--- src/nbc_pkg.sv ---
package nbc_pkg;

  ////////////////////////////////////////////////////////////////////////////////
  // Register indices as numbered in the header map; byte address is index times four.
  localparam logic [11:0] IDX_COMMAND    = 12'h004;
  localparam logic [11:0] IDX_STATUS     = 12'h006;
  localparam logic [11:0] IDX_REVISION   = 12'h008;
  localparam logic [11:0] IDX_CLASS      = 12'h009;
  localparam logic [11:0] IDX_LINE_SIZE  = 12'h00c;
  localparam logic [11:0] IDX_LATENCY    = 12'h00d;
  localparam logic [11:0] IDX_REV_LOCK   = 12'h020;

  // Byte addresses seen on the APB.
  localparam logic [11:0] ADDR_COMMAND   = IDX_COMMAND << 2;
  localparam logic [11:0] ADDR_STATUS    = IDX_STATUS << 2;
  localparam logic [11:0] ADDR_REVISION  = IDX_REVISION << 2;
  localparam logic [11:0] ADDR_CLASS     = IDX_CLASS << 2;
  localparam logic [11:0] ADDR_LINE_SIZE = IDX_LINE_SIZE << 2;
  localparam logic [11:0] ADDR_LATENCY   = IDX_LATENCY << 2;
  localparam logic [11:0] ADDR_REV_LOCK  = IDX_REV_LOCK << 2;

  ////////////////////////////////////////////////////////////////////////////////
  // Command register field positions and reset values.
  localparam int unsigned CMD_PARITY_REPORT_BIT = 6;
  localparam int unsigned CMD_SYSTEM_ERROR_BIT  = 8;
  localparam logic        CMD_ENABLE_RESET      = 1'b0;

  // Status register field positions.
  localparam int unsigned STS_IRQ_PENDING_BIT   = 3;
  localparam int unsigned STS_CAP_CHAIN_BIT     = 4;
  localparam int unsigned STS_POISON_SEEN_BIT   = 8;
  localparam int unsigned STS_SYSERR_SENT_BIT   = 14;
  localparam int unsigned STS_PARITY_DET_BIT    = 15;
  localparam logic        STS_CAP_CHAIN_VALUE   = 1'b1;
  localparam logic        STS_IRQ_PENDING_VALUE = 1'b0;

  // Sticky flag slots inside the flag bank.
  localparam int unsigned FLAG_COUNT        = 3;
  localparam int unsigned FLAG_POISON_SEEN  = 0;
  localparam int unsigned FLAG_SYSERR_SENT  = 1;
  localparam int unsigned FLAG_PARITY_DET   = 2;

  ////////////////////////////////////////////////////////////////////////////////
  // Class code bytes and other fixed or reset values.
  localparam logic [7:0] CLASS_BASE        = 8'h06;
  localparam logic [7:0] CLASS_SUB         = 8'h04;
  localparam logic [7:0] CLASS_PROG_IF     = 8'h00;
  localparam logic [7:0] LINE_SIZE_RESET   = 8'h00;
  localparam logic [7:0] LATENCY_VALUE     = 8'h00;
  localparam int unsigned REV_LOCK_BIT     = 0;
  localparam logic       REV_LOCK_RESET    = 1'b0;

endpackage

--- src/nbc_sticky_flags.sv ---
`timescale 1ns/100ps
`default_nettype none

module nbc_sticky_flags #(
  parameter int unsigned N = 3
) (
  // Clock and reset.
  input  wire logic         core_clk,
  input  wire logic         rst,
  // Hardware events and software clear mask.
  input  wire logic [N-1:0] set_pulse,
  input  wire logic [N-1:0] clear_mask,
  // Current flag values.
  output var  logic [N-1:0] flags
);

  typedef struct packed {
    logic [N-1:0] flags;
  } nbc_flag_state_s;

  nbc_flag_state_s state_q;
  nbc_flag_state_s state_d;

  ////////////////////////////////////////////////////////////////////////////////
  // A set in the same cycle as a clear wins, so no event is lost to a racing clear.
  always_comb begin
    state_d       = state_q;
    state_d.flags = (state_q.flags & ~clear_mask) | set_pulse;
  end

  // Flags come up clear after reset.
  always_ff @(posedge core_clk) begin
    if (rst) begin
      state_q <= '0;
    end else begin
      state_q <= state_d;
    end
  end

  assign flags = state_q.flags;

endmodule

`default_nettype wire

--- src/nbc_bridge_header.sv ---
// The implementer's own choice: register access over APB.
`timescale 1ns/100ps
`default_nettype none

// How it works
// - Interrupt-pending status bit 3 always reads zero, downstream interrupts ignored.
// - Status bit 4 reads a fixed one for the capability chain; writes ignored.
// - Status bit 8 sets on poisoned completion or write when parity reporting enabled.
// - Status bit 14 sets on sent fatal/non-fatal message with system error enabled.
// - Status bit 15 sets on any poisoned packet received, regardless of enables.
// - On downstream ports, internal parity errors also set status bit 15.
// - Reserved, speed, back-to-back, select timing and abort bits read zero, ignore writes.
// - Eight-bit revision number at index 0x008, writable only while unlocked.
// - Class code reads base 0x06 and sub class 0x04, read only.
// - Programming interface byte of the class code reads zero.
// - Line size byte is plain read/write storage resetting to zero.
// - Primary latency byte reads zero and ignores writes.
// - Command bit 6 enables parity reporting; cleared, status bit 8 never sets.
// - Command bit 8 enables system error reporting gating status bit 14.
module nbc_bridge_header #(
  parameter logic [7:0] REVISION_DEFAULT = 8'h00  // Arbitrary value.
) (
  // Clock and reset.
  input  wire logic        core_clk,
  input  wire logic        rst,
  // APB slave.
  input  wire logic [11:0] paddr,
  input  wire logic        psel,
  input  wire logic        penable,
  input  wire logic        pwrite,
  input  wire logic [31:0] pwdata,
  input  wire logic [3:0]  pstrb,
  output var  logic [31:0] prdata,
  output var  logic        pready,
  output var  logic        pslverr,
  // Error events from the bridge datapath, one-cycle pulses.
  input  wire logic        rx_poisoned_cpl_or_write,
  input  wire logic        rx_poisoned_any,
  input  wire logic        err_msg_sent,
  input  wire logic        internal_parity_err,
  // Port role strap, high on a downstream port.
  input  wire logic        downstream_port,
  // Enables handed to the rest of the bridge.
  output var  logic        parity_report_enable,
  output var  logic        system_error_enable
);

  ////////////////////////////////////////////////////////////////////////////////
  // Register map as seen on the APB, byte addresses.
  //   0x010 command: bit 6 parity reporting, bit 8 system error reporting.
  //   0x018 status: bit 4 fixed one, bits 8, 14 and 15 cleared by writing one.
  //   0x020 revision number in bits 7:0, frozen while the lock bit is set.
  //   0x024 class code in bits 23:0, read only.
  //   0x030 line size scratch byte in bits 7:0.
  //   0x034 primary latency byte, always zero.
  //   0x080 revision lock in bit 0; it resets unlocked.
  // Any other address answers with pslverr and changes nothing.
  // Bits that carry no field read zero, and writes to them are dropped.

  // Bus timing: every transfer is answered in its first access cycle, with no
  // wait state, so a master never stalls on this bank.
  // Read data is taken at the setup edge; a flag that sets during the access
  // cycle is seen by the next read instead, so polling software loses nothing.
  // A write lands at the access edge that the master samples, never before.
  // Back-to-back transfers are fine: a setup may follow an access edge at once.

  // Error events, one-cycle pulses on the core clock:
  //   poisoned completion or write: status bit 8 when enabled, bit 15 always.
  //   any poisoned packet: status bit 15.
  //   error message sent: status bit 14 while system error reporting is on.
  //   internal parity error: status bit 15, on a downstream port only.
  // A pulse that meets a clearing write in the same cycle keeps its flag set.
  // The status flags come up clear after reset.

  // Limitations:
  //   Only bits 6 and 8 of the command word are kept; its other bits read zero.
  //   A write with every strobe low is answered but changes nothing.
  //   The port role strap is read directly and must be steady on the core clock.
  //   The revision number holds its default until software writes it unlocked.
  //   Unmapped reads return zero data along with the error.
  //   The class code and latency byte are constants; no strap can change them.
  //   Nothing here raises an interrupt; software polls the status word.

  ////////////////////////////////////////////////////////////////////////////////
  // Block state.

  typedef struct packed {
    logic        parity_report_enable;
    logic        system_error_enable;
    logic [7:0]  revision_number;
    logic        revision_lock;
    logic [7:0]  line_size_scratch;
    logic        pready;
    logic        pslverr;
    logic [31:0] prdata;
  } nbc_state_s;

  nbc_state_s                          state_q;
  nbc_state_s                          state_d;
  logic [nbc_pkg::FLAG_COUNT-1:0]      flag_set;
  logic [nbc_pkg::FLAG_COUNT-1:0]      flag_clear;
  logic [nbc_pkg::FLAG_COUNT-1:0]      flags;
  logic                                setup_phase;
  logic                                write_fire;

  ////////////////////////////////////////////////////////////////////////////////
  // Helper functions.

  // True when the byte address names a register of this block.
  function automatic logic addr_mapped(input logic [11:0] addr);
    logic hit;
    hit = 1'b0;
    case (addr)
      nbc_pkg::ADDR_COMMAND,
      nbc_pkg::ADDR_STATUS,
      nbc_pkg::ADDR_REVISION,
      nbc_pkg::ADDR_CLASS,
      nbc_pkg::ADDR_LINE_SIZE,
      nbc_pkg::ADDR_LATENCY,
      nbc_pkg::ADDR_REV_LOCK: begin
        hit = 1'b1;
      end
      default: begin
        hit = 1'b0;
      end
    endcase
    return hit;
  endfunction

  // Merge one byte of write data into an old byte when its strobe is set.
  function automatic logic [7:0] merge_byte(input logic [7:0] old_val,
                                            input logic [7:0] new_val,
                                            input logic       strobe);
    logic [7:0] res;
    res = strobe ? new_val : old_val;
    return res;
  endfunction

  // Assemble the status word from fixed bits and the sticky flags.
  function automatic logic [15:0] status_word(input logic [nbc_pkg::FLAG_COUNT-1:0] f);
    logic [15:0] w;
    w = 16'h0000;
    w[nbc_pkg::STS_IRQ_PENDING_BIT] = nbc_pkg::STS_IRQ_PENDING_VALUE;
    w[nbc_pkg::STS_CAP_CHAIN_BIT]   = nbc_pkg::STS_CAP_CHAIN_VALUE;
    w[nbc_pkg::STS_POISON_SEEN_BIT] = f[nbc_pkg::FLAG_POISON_SEEN];
    w[nbc_pkg::STS_SYSERR_SENT_BIT] = f[nbc_pkg::FLAG_SYSERR_SENT];
    w[nbc_pkg::STS_PARITY_DET_BIT]  = f[nbc_pkg::FLAG_PARITY_DET];
    return w;
  endfunction

  ////////////////////////////////////////////////////////////////////////////////
  // Bus phase decode.

  // The slave answers in the first access cycle, so a write lands when the master sees pready.
  assign setup_phase = psel & ~penable;
  assign write_fire  = psel & penable & pwrite & state_q.pready & ~state_q.pslverr;

  ////////////////////////////////////////////////////////////////////////////////
  // Error events into the sticky flags.

  // Poisoned completions and writes set status bit 8 only while parity reporting is on; they set bit 15 always.
  always_comb begin
    flag_set = '0;
    flag_set[nbc_pkg::FLAG_POISON_SEEN] = rx_poisoned_cpl_or_write
                                          & state_q.parity_report_enable;
    flag_set[nbc_pkg::FLAG_SYSERR_SENT] = err_msg_sent
                                          & state_q.system_error_enable;
    flag_set[nbc_pkg::FLAG_PARITY_DET]  = rx_poisoned_any | rx_poisoned_cpl_or_write
                                          | (internal_parity_err & downstream_port);
  end

  // Writing one to a flag bit clears it; only the upper status byte holds flags.
  always_comb begin
    flag_clear = '0;
    if (write_fire && paddr == nbc_pkg::ADDR_STATUS && pstrb[1]) begin
      flag_clear[nbc_pkg::FLAG_POISON_SEEN] = pwdata[nbc_pkg::STS_POISON_SEEN_BIT];
      flag_clear[nbc_pkg::FLAG_SYSERR_SENT] = pwdata[nbc_pkg::STS_SYSERR_SENT_BIT];
      flag_clear[nbc_pkg::FLAG_PARITY_DET]  = pwdata[nbc_pkg::STS_PARITY_DET_BIT];
    end
  end

  nbc_sticky_flags #(
    .N          (nbc_pkg::FLAG_COUNT)
  ) u_flags (
    .core_clk   (core_clk),
    .rst        (rst),
    .set_pulse  (flag_set),
    .clear_mask (flag_clear),
    .flags      (flags)
  );

  ////////////////////////////////////////////////////////////////////////////////
  // Next-state logic for registers and the bus answer.

  // Read data is captured in the setup cycle; a flag that sets in the access cycle shows on the next read.
  always_comb begin
    state_d         = state_q;
    state_d.pready  = 1'b0;
    state_d.pslverr = 1'b0;
    state_d.prdata  = 32'h0000_0000;

    // Setup cycle: decode and prepare the one-cycle answer.
    if (setup_phase) begin
      state_d.pready  = 1'b1;
      state_d.pslverr = ~addr_mapped(paddr);
      if (!pwrite) begin
        case (paddr)
          nbc_pkg::ADDR_COMMAND: begin
            state_d.prdata[nbc_pkg::CMD_PARITY_REPORT_BIT] = state_q.parity_report_enable;
            state_d.prdata[nbc_pkg::CMD_SYSTEM_ERROR_BIT]  = state_q.system_error_enable;
          end
          nbc_pkg::ADDR_STATUS: begin
            state_d.prdata[15:0] = status_word(flags);
          end
          nbc_pkg::ADDR_REVISION: begin
            state_d.prdata[7:0] = state_q.revision_number;
          end
          nbc_pkg::ADDR_CLASS: begin
            state_d.prdata[23:0] = {nbc_pkg::CLASS_BASE, nbc_pkg::CLASS_SUB,
                                    nbc_pkg::CLASS_PROG_IF};
          end
          nbc_pkg::ADDR_LINE_SIZE: begin
            state_d.prdata[7:0] = state_q.line_size_scratch;
          end
          nbc_pkg::ADDR_LATENCY: begin
            state_d.prdata[7:0] = nbc_pkg::LATENCY_VALUE;
          end
          nbc_pkg::ADDR_REV_LOCK: begin
            state_d.prdata[nbc_pkg::REV_LOCK_BIT] = state_q.revision_lock;
          end
          default: begin
            state_d.prdata = 32'h0000_0000;
          end
        endcase
      end
    end

    // Access edge: writes take effect, byte by byte; read-only words ignore them.
    if (write_fire) begin
      case (paddr)
        nbc_pkg::ADDR_COMMAND: begin
          if (pstrb[0]) begin
            state_d.parity_report_enable = pwdata[nbc_pkg::CMD_PARITY_REPORT_BIT];
          end
          if (pstrb[1]) begin
            state_d.system_error_enable = pwdata[nbc_pkg::CMD_SYSTEM_ERROR_BIT];
          end
        end
        nbc_pkg::ADDR_REVISION: begin
          if (!state_q.revision_lock) begin
            state_d.revision_number = merge_byte(state_q.revision_number,
                                                 pwdata[7:0], pstrb[0]);
          end
        end
        nbc_pkg::ADDR_LINE_SIZE: begin
          state_d.line_size_scratch = merge_byte(state_q.line_size_scratch,
                                                 pwdata[7:0], pstrb[0]);
        end
        nbc_pkg::ADDR_REV_LOCK: begin
          if (pstrb[0]) begin
            state_d.revision_lock = pwdata[nbc_pkg::REV_LOCK_BIT];
          end
        end
        default: begin
          state_d.revision_lock = state_q.revision_lock;
        end
      endcase
    end
  end

  ////////////////////////////////////////////////////////////////////////////////
  // State register.

  // Enables start off so no error is reported before software configures the port.
  always_ff @(posedge core_clk) begin
    if (rst) begin
      state_q.parity_report_enable <= nbc_pkg::CMD_ENABLE_RESET;
      state_q.system_error_enable  <= nbc_pkg::CMD_ENABLE_RESET;
      state_q.revision_number      <= REVISION_DEFAULT;
      state_q.revision_lock        <= nbc_pkg::REV_LOCK_RESET;
      state_q.line_size_scratch    <= nbc_pkg::LINE_SIZE_RESET;
      state_q.pready               <= 1'b0;
      state_q.pslverr              <= 1'b0;
      state_q.prdata               <= 32'h0000_0000;
    end else begin
      state_q <= state_d;
    end
  end

  ////////////////////////////////////////////////////////////////////////////////
  // Outputs, each straight from a flip-flop.

  assign prdata               = state_q.prdata;
  assign pready               = state_q.pready;
  assign pslverr              = state_q.pslverr;
  assign parity_report_enable = state_q.parity_report_enable;
  assign system_error_enable  = state_q.system_error_enable;

endmodule

`default_nettype wire

--- config.mk ---
export PLATFORM = sky130hd
export DESIGN_NAME = nbc_bridge_header
export DESIGN_NICKNAME = d
export VERILOG_FILES = /design/src/nbc_pkg.sv /design/src/nbc_sticky_flags.sv /design/src/nbc_bridge_header.sv
export SDC_FILE = /design/constraint.sdc
export NUM_CORES = 1
export LEC_CHECK = 0
export ABC_AREA = 1
export BUFFER_PORTS_ARGS = -buffer_cell sky130_fd_sc_hd__buf_2
export CAP_MARGIN = 5
export CORE_ASPECT_RATIO = 1.1
export CORE_MARGIN = 5
export CORE_UTILIZATION = 46
export CTS_CLUSTER_DIAMETER = 200
export DETAILED_ROUTE_END_ITERATION = 16
export HOLD_SLACK_MARGIN = 0.15
export PLACE_DENSITY = 0.8
export REMOVE_ABC_BUFFERS = 1
export SYNTH_ARGS = -nofsm -noshare
export SYNTH_HDL_FRONTEND = slang
export SYNTH_SLANG_ARGS = --single-unit
--- constraint.sdc ---
create_clock -name core_clk -period 1.5 [get_ports core_clk]
set_input_delay 0 -clock core_clk [delete_from_list [all_inputs] [get_ports core_clk]]
set_output_delay 0 -clock core_clk [all_outputs]
set_load 0.02 [all_outputs]
==> flow_summary.toml <==
[status]
outcome = "finished clean"

[power]
p_per_area_nw_per_um2 = 791.2
p_leak_nw = 1.210
vdd_ir_drop_max_mv = 0.6054
pwr-share-clk = 0.392
switching_share = 0.2428
p_int_mw = 1.487
total_power_mw = 1.964
p_sw_mw = 0.4768
p_seq_frac = 0.503
combPwrFrac = 0.105

[worst_setup_path]
crit_path_start = "paddr[4]"
crit_type = "input port to flip-flop"
cp_top_family = "simple AND/OR/NAND/NOR gates"
slowest_stage = "dlygate4sd3_1"
slowest_delay_ps = 520
worstReg2RegStart = "pready"
crit_fanout = 9
crit_arrival_ps = 1650
endpoint_kind = "flip-flop"
crit_required_ps = 1720
path_buf_inv = 2
path_cells = "dlygate4sd3_1 > buf_2 > nand2_1 > nor2_2 > nand2_8 > nor2_4 > o21ai_0 > nor2_1"
start_kind = "input port"

[clock_network]
h-tree-depth = 2
path_clk_slew_ps = 80
clkSinkCount = 37
cts.path.max_buffers = 2
cts_buffers = 5
cts_tree = "yes"
clk_latency_ps = 290
clock-root-buffer = "clkbuf_8"

[placement]
detailed_place_hpwl_um = 2990
port_buffers = 52
place_congestion = 0.8202

[floorplan]
core_area_um2 = 3994
io_pins = 94
die_area_um2 = 5553
die_x_um = 71.51
start_util = 0.4793
die_h_um = 77.66
rows = 24

[grt]
grt-busiest-layer = "met2"
grt_antenna_before_repair = 1
first_global_vias = 1798
grt_use_total = 0.1742
grt_max_degree = 20
use_met1 = 0.1789
grt_use_met2 = 0.3033
grt_pass1_wl_um = 7707
overflow = 0
use_met3 = 0.04264

[timing]
fin_crit_sh = 0.9511
fin_crit_ps = 1427
maxSlewHeadroom = 0.6369
rsz0062_at_grt = "true"
fmax_mhz = 700.9
setup_violations = 0
tightestPinTransition_ps = 544.1
clock_skew_ps = 9.846
drv_slew = 0
final_hold_viol_count = 0

[finish]
area_delta_synth_final_pct = 29.67
final_common_cell = "buf_2"
postLayoutCoreUtil = 0.6216
drive_above_1_share = 0.2866
nNetsFinal = 392
layout_common_cells = "buf_2 (52), nor2_1 (47), nand2_1 (41)"

[synth]
netlist.top_cell.by_area = "dfxtp_1"
syn_avg_cell_area_um2 = 7.307
yosysUniqueCellTypes = 22
yosysWarnings = 0
synth_area_um2 = 1914
synth.yosys.seq_area_share = 0.3869
synth-seq-cells = 37
ys_top_cells_by_area = "dfxtp_1 (39%), buf_4 (13%), nor2_1 (9.4%)"
yosysTopAreaCellShare = 0.3869
synthCells = 262

[run]
cap_violations = 0

[worst_hold_path]
hp-start = "paddr[5]"
hold_class = "input port to flip-flop"

[drt]
dr.pass1.iters = 4
drtIter0Drc = 131
viasPerCell = 4.817
drtAntennaViolNets = 0
drc = 0
routed_wl_um = 4932
vias = 1869
post_drt_wl_per_cell_um = 12.71
==> flip-flops by register name, summed over array words and instances, names as in the netlist <==
signal and cells:
state_q 17, prdata 13, u_flags.flags 3, parity_report_enable 1, pready 1, pslverr 1
system_error_enable 1
==> cells by family after synthesis <==
family | count (synthesis) | synth area share
AOI/OAI and AO/OA | 24 | 0.06471
other | 1 | 0.001959
buffers and inverters | 62 | 0.1987
DFF | 37 | 0.3869
and+or+nand+nor | 138 | 0.3477
==> worst paths after layout <==
check | slack, ps | to | depth (start not counted)
worst max-delay path | 70 | state_q[40] | 8
worst min-delay path | 130 | state_q[42] | 5
worst max register to register | 110 | state_q[43] | 8
worst min register to register | 450 | prdata[14] | 2
==> synthesized netlist by cell type <==
cell type	count
nor2_1	48
nand2_4	2
o21ai_0	14
inv_6	1
nor3_1	13
conb_1	1
nor2_2	5
nand4_1	5
a21oi_1	9
nand2_1	43
dfxtp_1	37
nor2_4	6
clkbuf_1	1
inv_2	1
buf_4	32
a211o_1	1
nand3_1	7
inv_1	24
nor3_2	1
buf_6	3
nand2_2	5
nand3_2	3
==> tightest hold or removal path, cell delays in order <==
cell and delay (ps):
buf_2 110, nor2_1 70, nand2_4 100, nor3_1 50, nor2_1 70
==> cell type report <==
cell class	count	area [µm²]
Antenna cell	1	2.502
Clock buffer	7	96.34
Clock inverter	1	5.005
Fill cell	348	1511
Inverter	26	102.6
Multi-Input combinational cell	180	900.9
Sequential cell	37	740.7
Tap cell	52	65.06
Timing Repair Buffer	84	569.3
==> metrics by stage <==
stage	setup TNS (ps)	std cells	area (µm²)	worst slack [ps]	hold slack (ps)
floorplan	0	243	1700	116.0	69.07
global placement	0	351	2056	228.4	201.4
detailed placement	0	351	2056	182.3	207.0
CTS	0	384	2407	47.05	160.1
global route	-407.9	388	2482	-43.08	186.9
finish	0	388	2482	73.33	125.3
==> repair_timing <==
action                     in CTS  in global routing
hold buffers                   25                  0
resized for setup               0                 16
hold endpoints to repair       37                  0
buffers inserted                0                  4
setup endpoints to repair       0                 19
==> routing by layer <==
metal | vias up | part of all wire
li1 | 912 | -
met1 | 852 | 0.35
met5 | - | 0
met4 | 0 | 0.049
met2 | 83 | 0.53
met3 | 22 | 0.064
==> power groups by stage <==
stage          sequential [mW]  combinational [mW]  clock, mW
2_1_floorplan             1.01              0.0767          0
3_3_place_gp              1.01               0.146          0
3_5_place_dp              1.01               0.148          0
4_1_cts                  0.988               0.194      0.783
6_report                 0.988               0.205      0.770
5_1_grt                  0.988               0.221      0.833
(Power assumes the default switching activity.)
